==> src/rtl/sfrb_pkg.sv <==
/*
 * sfrb_pkg: offsets, field positions, reset values and masks of the upper
 * bank 0 and lower bank 1 special function register window.
 * assumes: byte registers, one per aligned 32-bit apb word.
 */
package sfrb_pkg;
    // ****************************************************************
    // bus geometry
    // ****************************************************************
    localparam int unsigned ADDR_W = 12;         // byte address bits used
    localparam int unsigned BANK_W = 2;          // bank select bits
    localparam int unsigned LOC_W  = 7;          // in-bank location bits

    // ****************************************************************
    // locations, printed offset = bank*0x80 + location; byte addr = 4x
    // ****************************************************************
    localparam logic [8:0] OFS_CCP1_HIGH  = 9'h016; // capture_compare1_high
    localparam logic [8:0] OFS_CCP1_CTRL  = 9'h017; // capture_compare1_control
    localparam logic [8:0] OFS_RX_STATUS  = 9'h018; // serial_receive_status_control
    localparam logic [8:0] OFS_TX_DATA    = 9'h019; // serial_transmit_data
    localparam logic [8:0] OFS_RX_DATA    = 9'h01a; // serial_receive_data
    localparam logic [8:0] OFS_CCP2_LOW   = 9'h01b; // capture_compare2_low
    localparam logic [8:0] OFS_CCP2_HIGH  = 9'h01c; // capture_compare2_high
    localparam logic [8:0] OFS_CCP2_CTRL  = 9'h01d; // capture_compare2_control
    localparam logic [8:0] OFS_CONV_HIGH  = 9'h01e; // converter_result_high
    localparam logic [8:0] OFS_CONV_CTRL0 = 9'h01f; // converter_control0
    localparam logic [8:0] OFS_INDIRECT   = 9'h080; // indirect_access_mirror
    localparam logic [8:0] OFS_OPTIONS    = 9'h081; // timer0_and_pullup_options
    localparam logic [8:0] OFS_PC_LOW     = 9'h082; // program_counter_low_mirror
    localparam logic [8:0] OFS_FLAGS      = 9'h083; // cpu_flags_bank_select
    localparam logic [8:0] OFS_POINTER    = 9'h084; // indirect_pointer_mirror
    localparam logic [8:0] OFS_DIR_A      = 9'h085; // port_a_direction
    localparam logic [8:0] OFS_DIR_B      = 9'h086; // port_b_direction
    localparam logic [8:0] OFS_DIR_C      = 9'h087; // port_c_direction
    localparam logic [8:0] OFS_DIR_D      = 9'h088; // port_d_direction
    localparam logic [8:0] OFS_DIR_E      = 9'h089; // port_e_direction_and_slave_port
    localparam logic [8:0] OFS_PC_UPPER   = 9'h08a; // pc_upper_holding_mirror
    localparam logic [8:0] OFS_CORE_IRQ   = 9'h08b; // core_interrupt_control_mirror
    localparam logic [8:0] OFS_PERIPH_IE1 = 9'h08c; // peripheral_interrupt_enable1
    localparam logic [8:0] OFS_PERIPH_IE2 = 9'h08d; // peripheral_interrupt_enable2
    localparam logic [8:0] OFS_RESET_WHY  = 9'h08e; // reset_cause_flags
    localparam logic [8:0] OFS_CYCLES     = 9'h08f; // unimplemented hole

    // ****************************************************************
    // implemented-bit masks
    // ****************************************************************
    localparam logic [7:0] MSK_CCP_CTRL  = 8'h3f;
    localparam logic [7:0] MSK_DIR_A_28  = 8'h1f; // bit 5 absent on small part
    localparam logic [7:0] MSK_DIR_A_40  = 8'h3f;
    localparam logic [7:0] MSK_DIR_E     = 8'hf7;
    localparam logic [7:0] MSK_DIR_E_WR  = 8'h17; // ibf/obf/ibov are status
    localparam logic [7:0] MSK_PC_UPPER  = 8'h1f;
    localparam logic [7:0] MSK_IE1_28    = 8'h7f; // slave port enable absent
    localparam logic [7:0] MSK_IE1_40    = 8'hff;
    localparam logic [7:0] MSK_IE2       = 8'h89;
    localparam logic [7:0] MSK_RESET_WHY = 8'h03;
    localparam logic [7:0] MSK_RX_WR     = 8'hf8; // errors and ninth bit are status
    localparam logic [7:0] MSK_FLAGS_WR  = 8'he7; // timeout/powerdown are status

    // ****************************************************************
    // reset values, power-on and other resets
    // ****************************************************************
    localparam logic [7:0] RST_ZERO      = 8'h00;
    localparam logic [7:0] RST_OPTIONS   = 8'hff;
    localparam logic [7:0] RST_DIR_A     = 8'h3f;
    localparam logic [7:0] RST_DIR_FULL  = 8'hff;
    localparam logic [7:0] RST_DIR_E     = 8'h07;
    localparam logic [7:0] RST_FLAGS_POR = 8'h18; // timeout and powerdown set
    localparam logic [7:0] RST_WHY_POR   = 8'h00; // both cause bits low

    // ****************************************************************
    // field positions
    // ****************************************************************
    localparam int unsigned FLAGS_BANK_LSB = 5;  // rp1:rp0 at 6:5
    localparam int unsigned FLAGS_TO       = 4;
    localparam int unsigned FLAGS_PD       = 3;
    localparam int unsigned WHY_POR        = 1;
    localparam int unsigned WHY_BOR        = 0;
    localparam int unsigned CONV_GO        = 2;
endpackage : sfrb_pkg

==> src/rtl/sfrb_bank.sv <==
/*
 * sfrb_bank: register window of the cpu special function map (upper bank 0,
 * bank 1 to 8Eh) reached over apb. apb byte address = 4 x register offset.
 * assumes: pclk 50 MHz; reset causes and peripheral status arrive as
 * synchronous inputs; peripherals behind the registers live elsewhere.
 */
// The APB register port was chosen for this implementation.
// Function
// RL1 - unimplemented locations and bits read zero, ignore writes
// RL2 - five-bit holding register feeds counter upper bits
// RL3 - core registers mirrored into every bank
// RL4 - small package: extra port registers read zero
// RL5 - software keeps slave port irq bits clear
// RL6 - power-on and other resets load different values
// RL7 - byte registers decoded from bank and location
`timescale 1ns/10ps
module sfrb_bank
    import sfrb_pkg::*;
(
    // apb slave
    input  wire logic              pclk,
    input  wire logic              presetn,
    input  wire logic              psel,
    input  wire logic              penable,
    input  wire logic              pwrite,
    input  wire logic [ADDR_W-1:0] paddr,
    input  wire logic [31:0]       pwdata,
    output logic      [31:0]       prdata,
    output logic                   pready,
    output logic                   pslverr,
    // device reset causes, one-cycle pulses, then the package select level
    input  wire logic              power_on_reset,
    input  wire logic              brown_out_reset,
    input  wire logic              external_master_clear,
    input  wire logic              watchdog_reset,
    input  wire logic              small_package,
    // status from the core and peripherals
    input  wire logic [7:0]        rx_data_in,
    input  wire logic              rx_data_load,
    input  wire logic [2:0]        rx_status_in,
    input  wire logic [2:0]        slave_port_status,
    input  wire logic [7:0]        indirect_data,
    input  wire logic              pc_load,
    input  wire logic [7:0]        pc_low_in,
    // core-facing outputs
    output logic [12:0]            program_counter,
    output logic [1:0]             bank_select,
    output logic [7:0]             indirect_pointer,
    output logic [7:0]             core_interrupt_control,
    output logic                   indirect_write,
    output logic [7:0]             indirect_wdata,
    output logic [7:0]             tx_data_out,
    output logic                   tx_data_load
);
    // ****************************************************************
    // decode
    // ****************************************************************
    logic [8:0] offset;          // printed offset from byte address
    logic [1:0] bank;            // bank select bits of the offset
    logic [6:0] loc;             // in-bank location
    logic       wr_en;           // write takes effect this edge
    logic       rd_en;           // read data sampled this edge
    logic [7:0] wbyte;           // write byte
    logic       warm_rst;        // master clear or watchdog
    logic       cold_rst;        // power-on or brown-out

    // word index; above the window only the core mirrors in banks 2 and 3 answer, the rest reads zero
    assign offset   = paddr[10:2];
    assign bank     = offset[8:7];
    assign loc      = offset[6:0];
    assign wbyte    = pwdata[7:0];
    assign wr_en    = psel & penable & pwrite;
    assign rd_en    = psel & penable & ~pwrite;
    assign cold_rst = power_on_reset | brown_out_reset;
    assign warm_rst = external_master_clear | watchdog_reset;
    assign pready   = 1'b1;      // zero wait states
    assign pslverr  = 1'b0;      // holes answer zero, not an error

    // true when the access hits a location of the window
    function automatic logic hit(input logic [8:0] ofs, input logic [8:0] tgt);
        hit = (ofs == tgt) && (paddr[ADDR_W-1] == 1'b0);
    endfunction : hit

    // mirrored core location: same register from every bank
    function automatic logic core_hit(input logic [6:0] l, input logic [6:0] tgt);
        core_hit = (l == tgt) && (paddr[ADDR_W-1] == 1'b0);
    endfunction : core_hit

    // ****************************************************************
    // storage
    // ****************************************************************
    logic [7:0] ccp1_high, ccp1_ctrl, rx_ctrl, tx_data, rx_data;
    logic [7:0] ccp2_low, ccp2_high, ccp2_ctrl, conv_high, conv_ctrl0;
    logic [7:0] options, flags, dir_a, dir_b, dir_c, dir_d, dir_e;
    logic [7:0] core_irq, periph_ie1, periph_ie2, reset_why;
    logic [4:0] pc_upper;        // holding register for counter 12:8
    logic [7:0] pc_low;          // counter low byte
    logic [4:0] pc_high;         // counter upper bits, not addressable
    logic [7:0] pointer;         // indirect pointer
    logic [2:0] rx_err;          // receive status bits, hardware owned

    // cold and warm reset load the same set here; the block below keeps contents
    always_ff @(posedge pclk or negedge presetn) begin
        if (!presetn) begin
            ccp1_ctrl <= RST_ZERO;
            ccp2_ctrl <= RST_ZERO;
            rx_ctrl   <= RST_ZERO;
            tx_data   <= RST_ZERO;
            conv_ctrl0 <= RST_ZERO;
            options   <= RST_OPTIONS;
            dir_a     <= RST_DIR_A;
            dir_b     <= RST_DIR_FULL;
            dir_c     <= RST_DIR_FULL;
            dir_d     <= RST_DIR_FULL;
            dir_e     <= RST_DIR_E;
            periph_ie1 <= RST_ZERO;
            periph_ie2 <= RST_ZERO;
            pc_upper  <= 5'h00;
        end else if (cold_rst || warm_rst) begin
            // same values for both kinds here
            ccp1_ctrl <= RST_ZERO;                     // RL6
            ccp2_ctrl <= RST_ZERO;
            rx_ctrl   <= RST_ZERO;
            tx_data   <= RST_ZERO;
            conv_ctrl0 <= RST_ZERO;
            options   <= RST_OPTIONS;
            dir_a     <= RST_DIR_A;
            dir_b     <= RST_DIR_FULL;
            dir_c     <= RST_DIR_FULL;
            dir_d     <= RST_DIR_FULL;
            dir_e     <= RST_DIR_E;
            periph_ie1 <= RST_ZERO;
            periph_ie2 <= RST_ZERO;
            pc_upper  <= 5'h00;
        end else if (wr_en) begin
            // RL7 RL1: masks drop unimplemented bits
            if (hit(offset, OFS_CCP1_CTRL))  ccp1_ctrl  <= wbyte & MSK_CCP_CTRL;
            if (hit(offset, OFS_CCP2_CTRL))  ccp2_ctrl  <= wbyte & MSK_CCP_CTRL;
            if (hit(offset, OFS_RX_STATUS))  rx_ctrl    <= wbyte & MSK_RX_WR;
            if (hit(offset, OFS_TX_DATA))    tx_data    <= wbyte;
            if (hit(offset, OFS_CONV_CTRL0)) conv_ctrl0 <= wbyte;
            if (hit(offset, OFS_OPTIONS))    options    <= wbyte;
            if (hit(offset, OFS_DIR_A))      dir_a      <= wbyte & MSK_DIR_A_40;
            if (hit(offset, OFS_DIR_B))      dir_b      <= wbyte;
            if (hit(offset, OFS_DIR_C))      dir_c      <= wbyte;
            if (hit(offset, OFS_DIR_D))      dir_d      <= wbyte;
            if (hit(offset, OFS_DIR_E))
                dir_e <= (dir_e & ~MSK_DIR_E_WR) | (wbyte & MSK_DIR_E_WR);
            if (hit(offset, OFS_PERIPH_IE1)) periph_ie1 <= wbyte;
            if (hit(offset, OFS_PERIPH_IE2)) periph_ie2 <= wbyte & MSK_IE2;
            if (core_hit(loc, OFS_PC_UPPER[6:0]))
                pc_upper <= wbyte[4:0];               // RL3 RL2
        end else begin
            dir_e[7:5] <= slave_port_status;         // ibf, obf, ibov from port
        end
    end

    // values undefined at power-on; left unchanged by every reset
    always_ff @(posedge pclk) begin
        if (wr_en && hit(offset, OFS_CCP1_HIGH)) ccp1_high <= wbyte;
        if (wr_en && hit(offset, OFS_CCP2_LOW))  ccp2_low  <= wbyte;
        if (wr_en && hit(offset, OFS_CCP2_HIGH)) ccp2_high <= wbyte;
        if (wr_en && hit(offset, OFS_CONV_HIGH)) conv_high <= wbyte;
        if (wr_en && core_hit(loc, OFS_POINTER[6:0])) pointer <= wbyte; // RL3
    end

    // receive data and error bits: hardware written, zero on any reset
    always_ff @(posedge pclk or negedge presetn) begin
        if (!presetn) begin
            rx_data <= RST_ZERO;
            rx_err  <= 3'h0;
        end else if (cold_rst || warm_rst) begin
            rx_data <= RST_ZERO;                       // RL6
            rx_err  <= 3'h0;
        end else if (rx_data_load) begin
            rx_data <= rx_data_in;
            rx_err  <= rx_status_in;
        end
    end

    // ****************************************************************
    // program counter; upper bits only through the holding register
    // ****************************************************************
    always_ff @(posedge pclk or negedge presetn) begin
        if (!presetn) begin
            pc_low  <= RST_ZERO;
            pc_high <= 5'h00;
        end else if (cold_rst || warm_rst) begin
            pc_low  <= RST_ZERO;
            pc_high <= 5'h00;
        end else if (wr_en && core_hit(loc, OFS_PC_LOW[6:0])) begin
            pc_low  <= wbyte;                         // RL3
            pc_high <= pc_upper;                      // RL2
        end else if (pc_load) begin
            pc_low  <= pc_low_in;
            pc_high <= pc_upper;                      // RL2
        end
    end

    // ****************************************************************
    // flags, interrupt control, reset cause
    // ****************************************************************
    // flags: cold reset 0001 1000, warm keeps low bits and timeout state
    always_ff @(posedge pclk or negedge presetn) begin
        if (!presetn) begin
            flags <= RST_FLAGS_POR;
        end else if (cold_rst) begin
            flags <= RST_FLAGS_POR;                    // RL6
        end else if (warm_rst) begin
            flags <= {3'h0, flags[4:0]};               // RL6
        end else if (wr_en && core_hit(loc, OFS_FLAGS[6:0])) begin
            flags <= (flags & ~MSK_FLAGS_WR) | (wbyte & MSK_FLAGS_WR); // RL3
        end
    end

    // interrupt control: zero except the port-change flag, kept on cold and warm
    always_ff @(posedge pclk or negedge presetn) begin
        if (!presetn) begin
            core_irq <= RST_ZERO;
        end else if (cold_rst || warm_rst) begin
            core_irq <= {7'h00, core_irq[0]};          // RL6
        end else if (wr_en && core_hit(loc, OFS_CORE_IRQ[6:0])) begin
            core_irq <= wbyte;                         // RL3
        end
    end

    // cause bits: cleared by their event, set by software, kept on warm
    always_ff @(posedge pclk or negedge presetn) begin
        if (!presetn) begin
            reset_why <= RST_WHY_POR;
        end else if (power_on_reset || brown_out_reset) begin
            reset_why[WHY_POR] <= ~power_on_reset & reset_why[WHY_POR]; // RL6
            reset_why[WHY_BOR] <= ~brown_out_reset & reset_why[WHY_BOR];
        end else if (wr_en && hit(offset, OFS_RESET_WHY)) begin
            reset_why <= wbyte & MSK_RESET_WHY;
        end
    end

    // ****************************************************************
    // read mux
    // ****************************************************************
    logic [7:0] rbyte;           // selected byte
    logic [7:0] rdata_q;         // registered read data

    always_comb begin
        rbyte = 8'h00;                                 // RL1
        if (paddr[ADDR_W-1] == 1'b0) begin
            // core registers answer in every bank
            unique case (loc)
                OFS_INDIRECT[6:0]: rbyte = indirect_data; // RL3
                OFS_PC_LOW[6:0]:   rbyte = pc_low;
                OFS_FLAGS[6:0]:    rbyte = flags;
                OFS_POINTER[6:0]:  rbyte = pointer;
                OFS_PC_UPPER[6:0]: rbyte = {3'h0, pc_upper};
                OFS_CORE_IRQ[6:0]: rbyte = core_irq;
                default: begin
                    if (bank == 2'h0) begin
                        unique case (loc)
                            OFS_CCP1_HIGH[6:0]:  rbyte = ccp1_high; // RL7
                            OFS_CCP1_CTRL[6:0]:  rbyte = ccp1_ctrl;
                            OFS_RX_STATUS[6:0]:  rbyte = rx_ctrl | {5'h00, rx_err};
                            OFS_TX_DATA[6:0]:    rbyte = tx_data;
                            OFS_RX_DATA[6:0]:    rbyte = rx_data;
                            OFS_CCP2_LOW[6:0]:   rbyte = ccp2_low;
                            OFS_CCP2_HIGH[6:0]:  rbyte = ccp2_high;
                            OFS_CCP2_CTRL[6:0]:  rbyte = ccp2_ctrl;
                            OFS_CONV_HIGH[6:0]:  rbyte = conv_high;
                            OFS_CONV_CTRL0[6:0]: rbyte = conv_ctrl0;
                            default:             rbyte = 8'h00; // RL1
                        endcase
                    end else if (bank == 2'h1) begin
                        unique case (loc)
                            OFS_OPTIONS[6:0]:    rbyte = options;
                            OFS_DIR_A[6:0]:      rbyte = dir_a & (small_package ?
                                                    MSK_DIR_A_28 : MSK_DIR_A_40); // RL4
                            OFS_DIR_B[6:0]:      rbyte = dir_b;
                            OFS_DIR_C[6:0]:      rbyte = dir_c;
                            OFS_DIR_D[6:0]:      rbyte = small_package ? 8'h00 : dir_d; // RL4
                            OFS_DIR_E[6:0]:      rbyte = small_package ? 8'h00 :
                                                    (dir_e & MSK_DIR_E);            // RL4
                            OFS_PERIPH_IE1[6:0]: rbyte = periph_ie1 & (small_package ?
                                                    MSK_IE1_28 : MSK_IE1_40);     // RL4 RL5
                            OFS_PERIPH_IE2[6:0]: rbyte = periph_ie2;
                            OFS_RESET_WHY[6:0]:  rbyte = reset_why;
                            default:             rbyte = 8'h00; // RL1
                        endcase
                    end
                end
            endcase
        end
    end

    // read data held in a flop, updated on the edge that ends the setup phase
    always_ff @(posedge pclk or negedge presetn) begin
        if (!presetn) begin
            rdata_q <= 8'h00;
        end else if (psel && !penable && !pwrite) begin
            rdata_q <= rbyte;                          // captured in setup
        end
    end
    assign prdata = {24'h000000, rdata_q};
    // rd_en kept for clarity of timing; data already stable in access
    logic unused_rd;
    assign unused_rd = rd_en;

    // ****************************************************************
    // core-facing outputs
    // ****************************************************************
    assign program_counter        = {pc_high, pc_low};
    assign bank_select            = flags[FLAGS_BANK_LSB+1:FLAGS_BANK_LSB];
    assign indirect_pointer       = pointer;
    assign core_interrupt_control = core_irq;
    assign indirect_write         = wr_en && core_hit(loc, OFS_INDIRECT[6:0]); // RL3
    assign indirect_wdata         = wbyte;
    assign tx_data_out            = tx_data;
    assign tx_data_load           = wr_en && hit(offset, OFS_TX_DATA);
endmodule : sfrb_bank

==> config.mk <==
export PLATFORM = sky130hd
export DESIGN_NAME = sfrb_bank
export DESIGN_NICKNAME = d
export VERILOG_FILES = /design/src/rtl/sfrb_pkg.sv /design/src/rtl/sfrb_bank.sv
export SDC_FILE = /design/constraint.sdc
export NUM_CORES = 1
export LEC_CHECK = 0
export CORE_MARGIN = 3
export CORE_UTILIZATION = 50
export CTS_CLUSTER_SIZE = 14
export DETAILED_ROUTE_END_ITERATION = 6
export DONT_BUFFER_PORTS = 1
export PLACE_DENSITY = 0.79
export REMOVE_ABC_BUFFERS = 1
export SKIP_CTS_REPAIR_TIMING = 1
export SLEW_MARGIN = 0
export SYNTH_ARGS = -nofsm -noshare
export SYNTH_HDL_FRONTEND = slang
export SYNTH_SLANG_ARGS = --single-unit
==> constraint.sdc <==
create_clock -name pclk -period 1.37 [get_ports pclk]
set_input_delay 0.137 -clock pclk [delete_from_list [all_inputs] [get_ports pclk]]
set_output_delay 0.137 -clock pclk [all_outputs]
set_load 0.01 [all_outputs]
## After elaboration in Yosys (flattened, before gate mapping)

Index checks and enable logic that the tools add are counted.

| word-level totals | value |
|---|---|
| bits of input ports | 86 |
| flip-flop bits (word level) | 199 |
| word-level logic and storage cells | 240 |

| cells by class | value |
|---|---|
| bitwise operators | 15 |
| muxes and demuxes | 70 |
| eq/ne operators | 45 |
| reductions and logical operators | 80 |

Operator list:

| cell | number |
|---|---|
| $mux W8 | 54 |
| $eq A9 B5 Y1 const B | 9 |
| $eq A9 B8 Y1 const B | 9 |
| $pmux W8 S10 | 1 |
| $pmux W8 S9 | 1 |
| $eq A7 B5 Y1 const B | 10 |
| $eq A7 B4 Y1 const B | 7 |
| $pmux W8 S6 | 1 |
| $reduce_bool A2 Y1 | 19 |
| $logic_and A1 B1 Y1 | 37 |
| $mux W5 | 7 |
| $reduce_and A2 Y1 | 16 |
| $eq A7 B3 Y1 const B | 4 |
| $eq A7 B2 Y1 const B | 2 |
| $mux W3 | 3 |
| $and A8 B6 Y8 | 1 |
| $and A8 B8 Y8 | 1 |
| $or A5 B8 Y8 | 1 |
| $or A8 B3 Y8 | 1 |
| $or A8 B5 Y8 | 1 |
| $eq A7 B1 Y1 const B | 1 |
| $logic_not A7 Y1 | 1 |
| $mux W6 | 1 |
| $reduce_bool A3 Y1 | 2 |
| other kinds (10) | 20 |

## Depth between registers and ports, before layout

Gate-level depths: netlist of run 1.

| depth | value |
|---|---|
| word-level depth | 7 |
| gate-level depth with buffers | 8 |
| depth with buffers taken out | 5 |

## Worst setup path after synthesis of run 1

OpenSTA, ideal clock, no wires.

| path | value |
|---|---|
| path kind | input port to flip-flop |
| start point | in paddr[5] |
| end point | reg pointer[0], in the netlist indirect_pointer[0] (enable) |
| slack | -0.596 ns |
| library setup time | 0.383 ns |
| stages | 5 |
| buffers on the path | 2 |
| data arrival time | 1.583 ns |
| cell sequence | buf_2 nor4_2 buf_2 nand2_1 nor3_1 |

| between the ends | value |
|---|---|
| cells in the longest elaborated chain, start to end | 3 |

RTL lines:

| item | line | source |
|---|---|---|
| from (decl) | sfrb_bank.sv:26 | `input wire logic [ADDR_W-1:0] paddr,` |
| $eq A7 B3 Y1 | sfrb_bank.sv:86 | `core_hit = (l == tgt) && (paddr[ADDR_W-1] == 1'b0);` |
| $logic_and A1 B1 Y1 | sfrb_bank.sv:86 |  |
| $logic_and A1 B1 Y1 | sfrb_bank.sv:164 | `if (wr_en && core_hit(loc, OFS_POINTER[6:0])) pointer <= wbyte;` |
| to (signal assigned) | sfrb_bank.sv:164 |  |
| to (decl) | sfrb_bank.sv:99 | `logic [7:0] pointer;` |

Every way passes these cells.
A chain may end at the register's enable or synchronous reset.

## Final worst setup path of run 1

| path | value |
|---|---|
| start point | reg ccp2_high[1] |
| end point | reg rdata_q[1] |

| between the ends | value |
|---|---|
| cells in the longest elaborated chain, start to end | 4 |

RTL lines:

| item | line | source |
|---|---|---|
| from (decl) | sfrb_bank.sv:93 | `logic [7:0] ccp2_low, ccp2_high, ccp2_ctrl, conv_high, conv_ctrl0;` |
| from (signal assigned) | sfrb_bank.sv:162 | `if (wr_en && hit(offset, OFS_CCP2_HIGH)) ccp2_high <= wbyte;` |
| $pmux W8 S10 | sfrb_bank.sv:258 | `unique case (loc)` |
| $mux W8 | sfrb_bank.sv:257 | `if (bank == 2'h0) begin` |
| $pmux W8 S6 | sfrb_bank.sv:249 | `unique case (loc)` |
| $mux W8 | sfrb_bank.sv:247 | `if (paddr[ADDR_W-1] == 1'b0) begin` |
| to (signal assigned) | sfrb_bank.sv:298 | `rdata_q <= rbyte;` |
| to (decl) | sfrb_bank.sv:243 | `logic [7:0] rdata_q;` |

Every way passes these cells.

==> results of run 1 <==
[layout make-up]
| type | instances | area [µm²] | share of cell area, % |
|---|---|---|---|
| Inverter | 7 | 26.28 | 0.2173 |
| Clock inverter | 8 | 58.81 | 0.4863 |
| Antenna cell | 1 | 2.502 | 0.02069 |
| Tap cell | 260 | 325.3 | 2.690 |
| Multi-Input combinational cell | 710 | 4538 | 37.53 |
| Sequential cell | 183 | 4832 | 39.96 |
| Clock buffer | 24 | 501.7 | 4.149 |
| Timing Repair Buffer | 210 | 1808 | 14.95 |
[worst min path at each step]
stage / from / to / cells after the start / slack, ns
after floorplan: presetn / ccp1_ctrl[0] / 0 / -0.16
after global placement: presetn / rx_err[2] / 0 / -0.16
after detailed placement: presetn / rx_data[2] / 0 / -0.15
after CTS: presetn / rdata_q[3] / 0 / -0.62
after global routing: presetn / rx_err[2] / 0 / -0.63
final: presetn / rx_err[2] / 0 / -0.62
[power by group]
part,switching [mW],total (mW),internal (mW)
registers,0.0202,5.61,5.59
logic,0.543,0.960,0.417
clock network,2.22,4.80,2.59
total,2.78,11.4,8.59
[worst max-delay path: stages, from the launching register on]
cell      delay, ns
edfxtp_1       0.37
mux2_4         0.28
a221o_1        0.29
and4_1         0.16
o311ai_1       0.29
nand3_1        0.11
[logic make-up (layout without fill, tap and decap cells)]
family,count (synthesis),count (layout),share of synthesized area (%)
AO/OA/AOI/OAI,176,176,11.86
buffers and inverters,119,249,6.380
flip-flops,183,183,49.48
other,2,27,0.07690
multiplexers,100,100,10.89
AND/OR/NAND/NOR,408,408,21.31
[metrics by stage]
step / util [%] / cells / area, µm² / TNS [ns] / total power [mW]
CTS: 59.93 / 1341 / 11360 / -1.325 / 11.08
finish: 63.80 / 1403 / 12090 / -2.132 / 11.37
global route: 63.78 / 1402 / 12090 / -4.029 / 11.65
global placement: 56.97 / 1309 / 10800 / -17.92 / 6.365
floorplan: - / 900 / 9259 / -159.88 / 6.071
detailed placement: 56.97 / 1309 / 10800 / -22.87 / 6.366
[layout by cell type, fill, tap and decap left out, types with 26 or more instances in the layout]
cell type / netlist / layout
conb_1: 2 / 26
edfxtp_1: 40 / 40
dlygate4sd3_1: 0 / 44
a21oi_1: 48 / 46
nand2_1: 139 / 138
nor2_1: 71 / 70
mux2i_1: 86 / 85
dfrtp_1: 101 / 101
o21ai_0: 36 / 35
dfstp_2: 42 / 42
buf_4: 38 / 153
nand3_1: 80 / 80
[per-layer routing]
layer / wire length, µm / vias up / GRT usage, % / share of wire (%)
met5: 13 / - / 0 / 0.038
met4: 1422 / 2 / 13.49 / 4.1
met3: 3882 / 121 / 8.564 / 11
met2: 16370 / 664 / 46.96 / 47
met1: 12910 / 4368 / 39.89 / 37
li1: - / 3805 / - / -
==> metrics, run 1 <==
status=finished with violations; failing checks=negative hold slack, negative setup slack; Port Buffers=0; Hold WC Path Type=in -> async; max cap viols=0; initial antenna violation count=1; vias in the first global route=8396; Overflow after GRT=0; Clock transition at path regs=0.07 ns; clock sinks=183; first-pass GRT wire length=49.85 mm; critical path required time=1.68 ns; r2r endpoint=rdata_q[1]; FF+latch count, synth=183; number of CTS-inserted buffers=17; die height=145.8 µm; Syn Inst Count=988; # DRC=0; Post-synth top cells=nand2_1, dfrtp_1, mux2i_1, nand3_1, nor2_1; ranking of synthesized cells by area=dfrtp_1, edfxtp_1, dfstp_2; Seq/Total Area, Yosys=49.48%; synthesized area=0.009766 mm²; top cell type's share of synthesized area=25.88%; Via Count=8960; Slew Limit Headroom=21.07%; reg2reg setup slack=-0.24 ns; Detail Route Antenna Nets=0; Total Die Area=0.02124 mm²; Rows=50; count leader, synth=nand2_1; critical path type=reg -> reg; Core ar.=0.01896 mm²; RSZ-0062 raised after global routing=true; final hold violation count=145; Yosys cell types=73; Crit. End Element=register; Static Leak=5.057 nW; CP endpoint=rdata_q[1]; DRT Pass-1 Iters=5; gr usage total=30.31%; crit path max fanout=1; CTS tree=done; final worst slack=-0.2449 ns; clk root buf=clkbuf_16; Via density=6.386; Die W=145.8 µm; fillcell total=1498; nets@finish=1215; worst skew pair latency=0.45 ns; DRT Wirelength=34.59 mm; clock skew=0.008929 ns; worst r2r path cells=5; Place WS=-0.3377 ns; mean cell area of the mapped netlist=9.884 µm²; Worst-Margin Slew=1.180 ns; Max H-tree Level=4; fin crit share=117.9%; r2r startpoint=ccp2_high[1]; Initial Util=51.52%; 1st-iter DRT viols=1099; Max Slew Vio Count=0; largest net degree at the start of global routing=144; wire length per cell=24.66 µm; Power Density=940.5 mW/mm²; Area growth syn-to-layout=23.83%; top_reg_cell synth=dfrtp_1; I/O pin count=169; crit path time final=1.615 ns; Setup crit start kind=register; Ys Warns=0; CTS max path bufs=2; Yosys top cell by area=dfrtp_1; WHS=-0.6203 ns; final HPWL from detailed placement=22.15 mm; worst setup path startpoint=ccp2_high[1]; ys async rst share=78.14%; VDD IR max=0.7988 mV; Routability Congestion=1.021; number of synthesized flops with an enable pin=40; share of layout cells above drive strength 1=26.18%; final setup fails=36; Max Clock Freq=619.2 MHz; arrival time of the worst setup path=1.93 ns
Power figures use the tool's default switching activity.
==> inputs of run 2 (changes only) <==
- GPL_TIMING_DRIVEN: default -> 0
==> metrics, run 2 (synthesis gave the netlist of run 1 again) <==
DRT Pass-1 Iters=7 (was 5); Port Buffers=0 (unchanged); Routability Congestion=0.9602 (was 1.021); Initial Util=51.52% (unchanged); Flop pwr share=49.2% (was 49.3%); Max Clock Freq=597.4 MHz (was 619.2 MHz); critical path type=reg -> reg (unchanged); largest net degree at the start of global routing=144 (unchanged); Max H-tree Level=4 (unchanged); WHS=-0.6077 ns (was -0.6203 ns); Slew Limit Headroom=20.64% (was 21.07%); clock power share=43.3% (was 42.2%); CTS tree=done (unchanged); Detail Route Antenna Nets=0 (unchanged); final hold violation count=145 (unchanged); r2r startpoint=indirect_pointer[4] (was ccp2_high[1]); Worst-Margin Slew=1.187 ns (was 1.180 ns); Clock transition at path regs=0.07 ns (about the same); Setup crit start kind=register (unchanged); RSZ-0062 raised after global routing=true (unchanged); first-pass GRT wire length=46.76 mm (was 49.85 mm); net switching power figure=2.903 mW (was 2.780 mW); Via Count=8535 (was 8960); crit path max fanout=2 (was 1); clk root buf=clkbuf_16 (unchanged); vias in the first global route=7566 (was 8396); Overflow after GRT=0 (unchanged); critical path required time=1.69 ns (was 1.68 ns); CTS max path bufs=2 (unchanged); final worst slack=-0.3039 ns (was -0.2449 ns); gr usage total=28.37% (was 30.31%); initial antenna violation count=6 (was 1); Total Die Area=0.02124 mm² (unchanged); final HPWL from detailed placement=19.72 mm (was 22.15 mm); wire length per cell=25.51 µm (was 24.66 µm); die height=145.8 µm (unchanged); worst r2r path cells=5 (unchanged); Cells after DPL=1165 (was 1309); clock skew=0.01065 ns (was 0.008929 ns); Static Leak=4.537 nW (was 5.057 nW); 1st-iter DRT viols=1268 (was 1099); I/O pin count=169 (unchanged); crit path time final=1.674 ns (was 1.615 ns); Max Slew Vio Count=0 (unchanged); status=finished with violations (unchanged); fillcell total=1528 (was 1498); reg2reg setup slack=-0.30 ns (was -0.24 ns); r2r endpoint=rdata_q[4] (was rdata_q[1]); max cap viols=0 (unchanged); Hold WC Path Type=in -> async (unchanged); Via density=6.627 (was 6.386); most frequent cells in the layout=nand2_1, dfrtp_1, mux2i_1, nand3_1, nor2_1 (was buf_4, nand2_1, dfrtp_1, mux2i_1, nand3_1); final setup fails=78 (was 36); Power Density=1009 mW/mm² (was 940.5 mW/mm²); DRT Wirelength=32.86 mm (was 34.59 mm); Core ar.=0.01896 mm² (unchanged); VDD IR max=0.8308 mV (was 0.7988 mV); arrival time of the worst setup path=2.00 ns (was 1.93 ns); Comb power frac=7.5% (was 8.4%); share of layout cells above drive strength 1=18.65% (was 26.18%); worst skew pair latency=0.44 ns (was 0.45 ns); fin crit share=122.2% (was 117.9%); total power=11.40 mW (was 11.37 mW); most common cell after layout, fill and taps aside=nand2_1 (was buf_4); sw frac=25.47% (was 24.45%); nets@finish=1097 (was 1215); failing checks=design-rule violations, negative hold slack, negative setup slack (was negative hold slack, negative setup slack); Die W=145.8 µm (unchanged); Rows=50 (unchanged); clock sinks=183 (unchanged); Crit. End Element=register (unchanged); Area growth syn-to-layout=15.69% (was 23.83%); number of CTS-inserted buffers=17 (unchanged); # DRC=2 (was 0); final non-filler cell total=1288 (was 1403); internal power=8.496 mW (was 8.593 mW)
-- run 2: cell types whose count changed in the layout (fill, tap and decap cells not counted), moves of 4 or more --
cell | before | now
buf_4 | 153 | 39
nor3_4 | 3 | 11
buf_12 | 9 | 2
clkbuf_8 | 5 | 0
nor2_1 | 70 | 65
nor3_1 | 11 | 6
dlygate4sd3_1 | 44 | 48
inv_8 | 0 | 4
-- run 2: power by group through the flow --
stage,clock network [mW],registers [mW],logic [mW]
6_report,4.93,5.61,0.859
3_5_place_dp,0,5.71,0.515
3_3_place_gp,0,5.71,0.501
5_1_grt,5.22,5.61,0.887
2_1_floorplan,0,5.70,0.368
4_1_cts,4.95,5.61,0.519
-- run 2: worst max-delay path by stage --
stage	start	slack (ns)	endpoint
after floorplan	power_on_reset	-2.16	options[4]
after global placement	power_on_reset	-4.05	options[4]
after detailed placement	paddr[5]	-2.16	ccp2_low[6]
after CTS	paddr[5]	-1.78	tx_data_load
after global routing	indirect_pointer[4]	-0.33	rdata_q[4]
final	indirect_pointer[4]	-0.30	rdata_q[4]
-- run 2: cell type report --
cell class / count / area, µm² / area share, %
Sequential cell: 183 / 4835 / 42.79
Multi-Input combinational cell: 710 / 4661 / 41.25
Timing Repair Buffer: 92 / 863.3 / 7.641
Clock buffer: 17 / 425.4 / 3.765
Tap cell: 260 / 325.3 / 2.879
Clock inverter: 15 / 152.6 / 1.351
Inverter: 7 / 26.28 / 0.2326
Antenna cell: 4 / 10.01 / 0.08859
-- run 2: through the flow --
| step | hold WS [ns] | setup WS (ns) | cell area [µm²] | util, % | TNS [ns] |
|---|---|---|---|---|---|
| 2_1_floorplan | -0.1586 | -2.160 | 9259 | - | -159.88 |
| 3_3_place_gp | -0.1550 | -4.054 | 9584 | 50.56 | -376.06 |
| 3_5_place_dp | -0.1550 | -2.161 | 9668 | 51.00 | -193.33 |
| 4_1_cts | -0.6157 | -1.777 | 10250 | 54.05 | -120.28 |
| 5_1_grt | -0.6239 | -0.3345 | 11300 | 59.59 | -5.565 |
| 6_report | -0.6077 | -0.3039 | 11300 | 59.60 | -3.894 |
-- run 2: critical path, stage by stage, from the launching register on --
cell and delay, ns:
edfxtp_1 0.45, mux2_4 0.31, o32ai_4 0.25, a31oi_2 0.16
o211a_1 0.14, a221o_1 0.26
-- run 2: routing by layer --
layer  vias to the layer above  track usage [%]  wire length (µm)  part of all wire [%]
met5                         -                0                 9                 0.027
met1                      4124            37.22             11870                    36
li1                       3585                -                 -                     -
met3                       151            9.530              4384                    13
met4                         2            10.02              1596                   4.9
met2                       673            44.24             15000                    46
==> inputs of run 3 (changes only) <==
- CORE_UTILIZATION: 50 -> 40
- PLACE_DENSITY: 0.79 -> 0.61
==> metrics, run 3 (synthesis gave the netlist of run 1 again) <==
I/O pin count=169 (unchanged); Initial Util=41.11% (was 51.52%); most frequent cells in the layout=nand2_1, dfrtp_1, mux2i_1, nand3_1, nor2_1 (unchanged); failing checks=negative hold slack, negative setup slack (was design-rule violations, negative hold slack, negative setup slack); most common cell after layout, fill and taps aside=nand2_1 (unchanged); 1st-iter DRT viols=885 (was 1268); Buffers & Inverters on Critical Path=0 (unchanged); Routability Congestion=0.8947 (was 0.9602); final worst slack=-0.3053 ns (was -0.3039 ns); Max Slew Vio Count=0 (unchanged); Setup crit start kind=register (unchanged); worst skew pair latency=0.45 ns (was 0.44 ns); max cap viols=0 (unchanged); clk root buf=clkbuf_16 (unchanged); Area growth syn-to-layout=17.08% (was 15.69%); Flop pwr share=49.2% (about the same); vias in the first global route=7526 (was 7566); met1 GRT Util=32.00% (was 37.22%); DRT Wirelength=33.16 mm (was 32.86 mm); Max Clock Freq=596.9 MHz (was 597.4 MHz); Max H-tree Level=4 (unchanged); crit path time final=1.675 ns (was 1.674 ns); share of layout cells above drive strength 1=19.08% (was 18.65%); global-route track usage on met2=37.96% (was 44.24%); final hold violation count=148 (was 145); GRT Max-Usage Layer=met2 (unchanged); GR Layer Usage met3=7.141% (was 9.530%); WHS=-0.6119 ns (was -0.6077 ns); Rows=56 (was 50); Slowest Stage Delay on Critical Path=0.45 ns (about the same); utilization after layout=48.14% (was 59.60%); Hold WC Path Type=in -> async (unchanged); VDD IR max=0.7373 mV (was 0.8308 mV); CP Cell Sequence=mux2_4, o32ai_4, a31oi_4, o211a_1, a221o_1 (was mux2_4, o32ai_4, a31oi_2, o211a_1, a221o_1); Static Leak=4.539 nW (was 4.537 nW); sw frac=26.01% (was 25.47%); critical path required time=1.69 ns (about the same); crit-path leading delay family=compound AO/OA/AOI/OAI gates (unchanged); CTS max path bufs=2 (unchanged); Worst-Margin Slew=1.158 ns (was 1.187 ns); total power=11.39 mW (was 11.40 mW); first-pass GRT wire length=48.14 mm (was 46.76 mm); Crit. End Element=register (unchanged); net switching power figure=2.963 mW (was 2.903 mW); clock sinks=183 (unchanged); die height=162.3 µm (was 145.8 µm); largest net degree at the start of global routing=144 (unchanged); Slowest cell on crit path=edfxtp_1 (unchanged); Total Die Area=0.02633 mm² (was 0.02124 mm²); critical path type=reg -> reg (unchanged); # DRC=0 (was 2); DRT Pass-1 Iters=7 (unchanged); wire length per cell=24.80 µm (was 25.51 µm); status=finished with violations (unchanged); Comb power frac=7.6% (was 7.5%); Clock transition at path regs=0.07 ns (about the same); clock skew=0.01121 ns (was 0.01065 ns); Via Count=8130 (was 8535); final setup fails=21 (was 78); Power Density=996.3 mW/mm² (was 1009 mW/mm²); Die W=162.3 µm (was 145.8 µm); fin crit share=122.3% (was 122.2%); CTS tree=done (unchanged); Overflow after GRT=0 (unchanged); initial antenna violation count=2 (was 6); clock power share=43.2% (was 43.3%); final HPWL from detailed placement=20.55 mm (was 19.72 mm); crit path max fanout=2 (unchanged); Port Buffers=0 (unchanged); arrival time of the worst setup path=2.00 ns (about the same); RSZ-0062 raised after global routing=true (unchanged); Slew Limit Headroom=22.55% (was 20.64%); Core ar.=0.02375 mm² (was 0.01896 mm²); number of CTS-inserted buffers=17 (unchanged); Detail Route Antenna Nets=0 (unchanged); fillcell total=2175 (was 1528); Via density=6.081 (was 6.627); internal power=8.429 mW (was 8.496 mW); gr usage total=24.31% (was 28.37%); nets@finish=1090 (was 1097)
==> run 3: cell type report <==
| class | instances | area (µm²) | share of cell area (%) |
|---|---|---|---|
| diodes | 1 | 2.502 | 0.02189 |
| clock buffers | 18 | 450.4 | 3.940 |
| clock inverters | 14 | 122.6 | 1.072 |
| inverters | 7 | 26.28 | 0.2298 |
| multi-input cells | 710 | 4748 | 41.53 |
| flip-flops and latches | 183 | 4836 | 42.30 |
| well taps | 319 | 399.1 | 3.491 |
| repair buffers | 85 | 848.3 | 7.420 |
==> run 3: final timing paths <==
path,start,end,slack [ns],cells after the start
min,presetn,rx_data[0],-0.61,0
max reg2reg,indirect_pointer[4],rdata_q[4],-0.31,5
min reg2reg,dir_d[7],dir_d[7],0.48,2
max,indirect_pointer[4],rdata_q[4],-0.31,5
min in group pclk,pc_low_in[6],pc_low[6],-0.03,2
max in group asynchronous,presetn,flags[3],1.65,0
==> run 3: through the flow <==
step	TNS, ns	instances	setup slack [ns]	cell area, µm²
5_1_grt	-3.941	1336	-0.3470	11430
6_report	-1.820	1337	-0.3053	11430
3_3_place_gp	-401.84	1219	-4.260	9658
4_1_cts	-107.73	1257	-1.315	10320
2_1_floorplan	-159.88	900	-2.160	9259
3_5_place_dp	-184.14	1225	-1.758	9752
==> run 3: power groups by stage <==
stage	sequential (mW)	combinational (mW)	clock (mW)
after floorplan	5.70	0.368	0
after global placement	5.71	0.514	0
after detailed placement	5.71	0.529	0
after CTS	5.61	0.532	4.94
after global routing	5.60	0.906	5.20
final	5.60	0.867	4.92
==> run 3: per-layer routing <==
metal / wire length [µm] / part of all wire [%]
met1: 13220 / 40
met2: 15620 / 47
met3: 3150 / 9.5
met4: 1160 / 3.5
met5: 13 / 0.039
==> run 3: worst register-to-register path, cell delays in order, from the launching register on <==
cell      delay (ns)
edfxtp_1        0.45
mux2_4          0.31
o32ai_4         0.26
a31oi_4         0.14
o211a_1         0.13
a221o_1         0.26
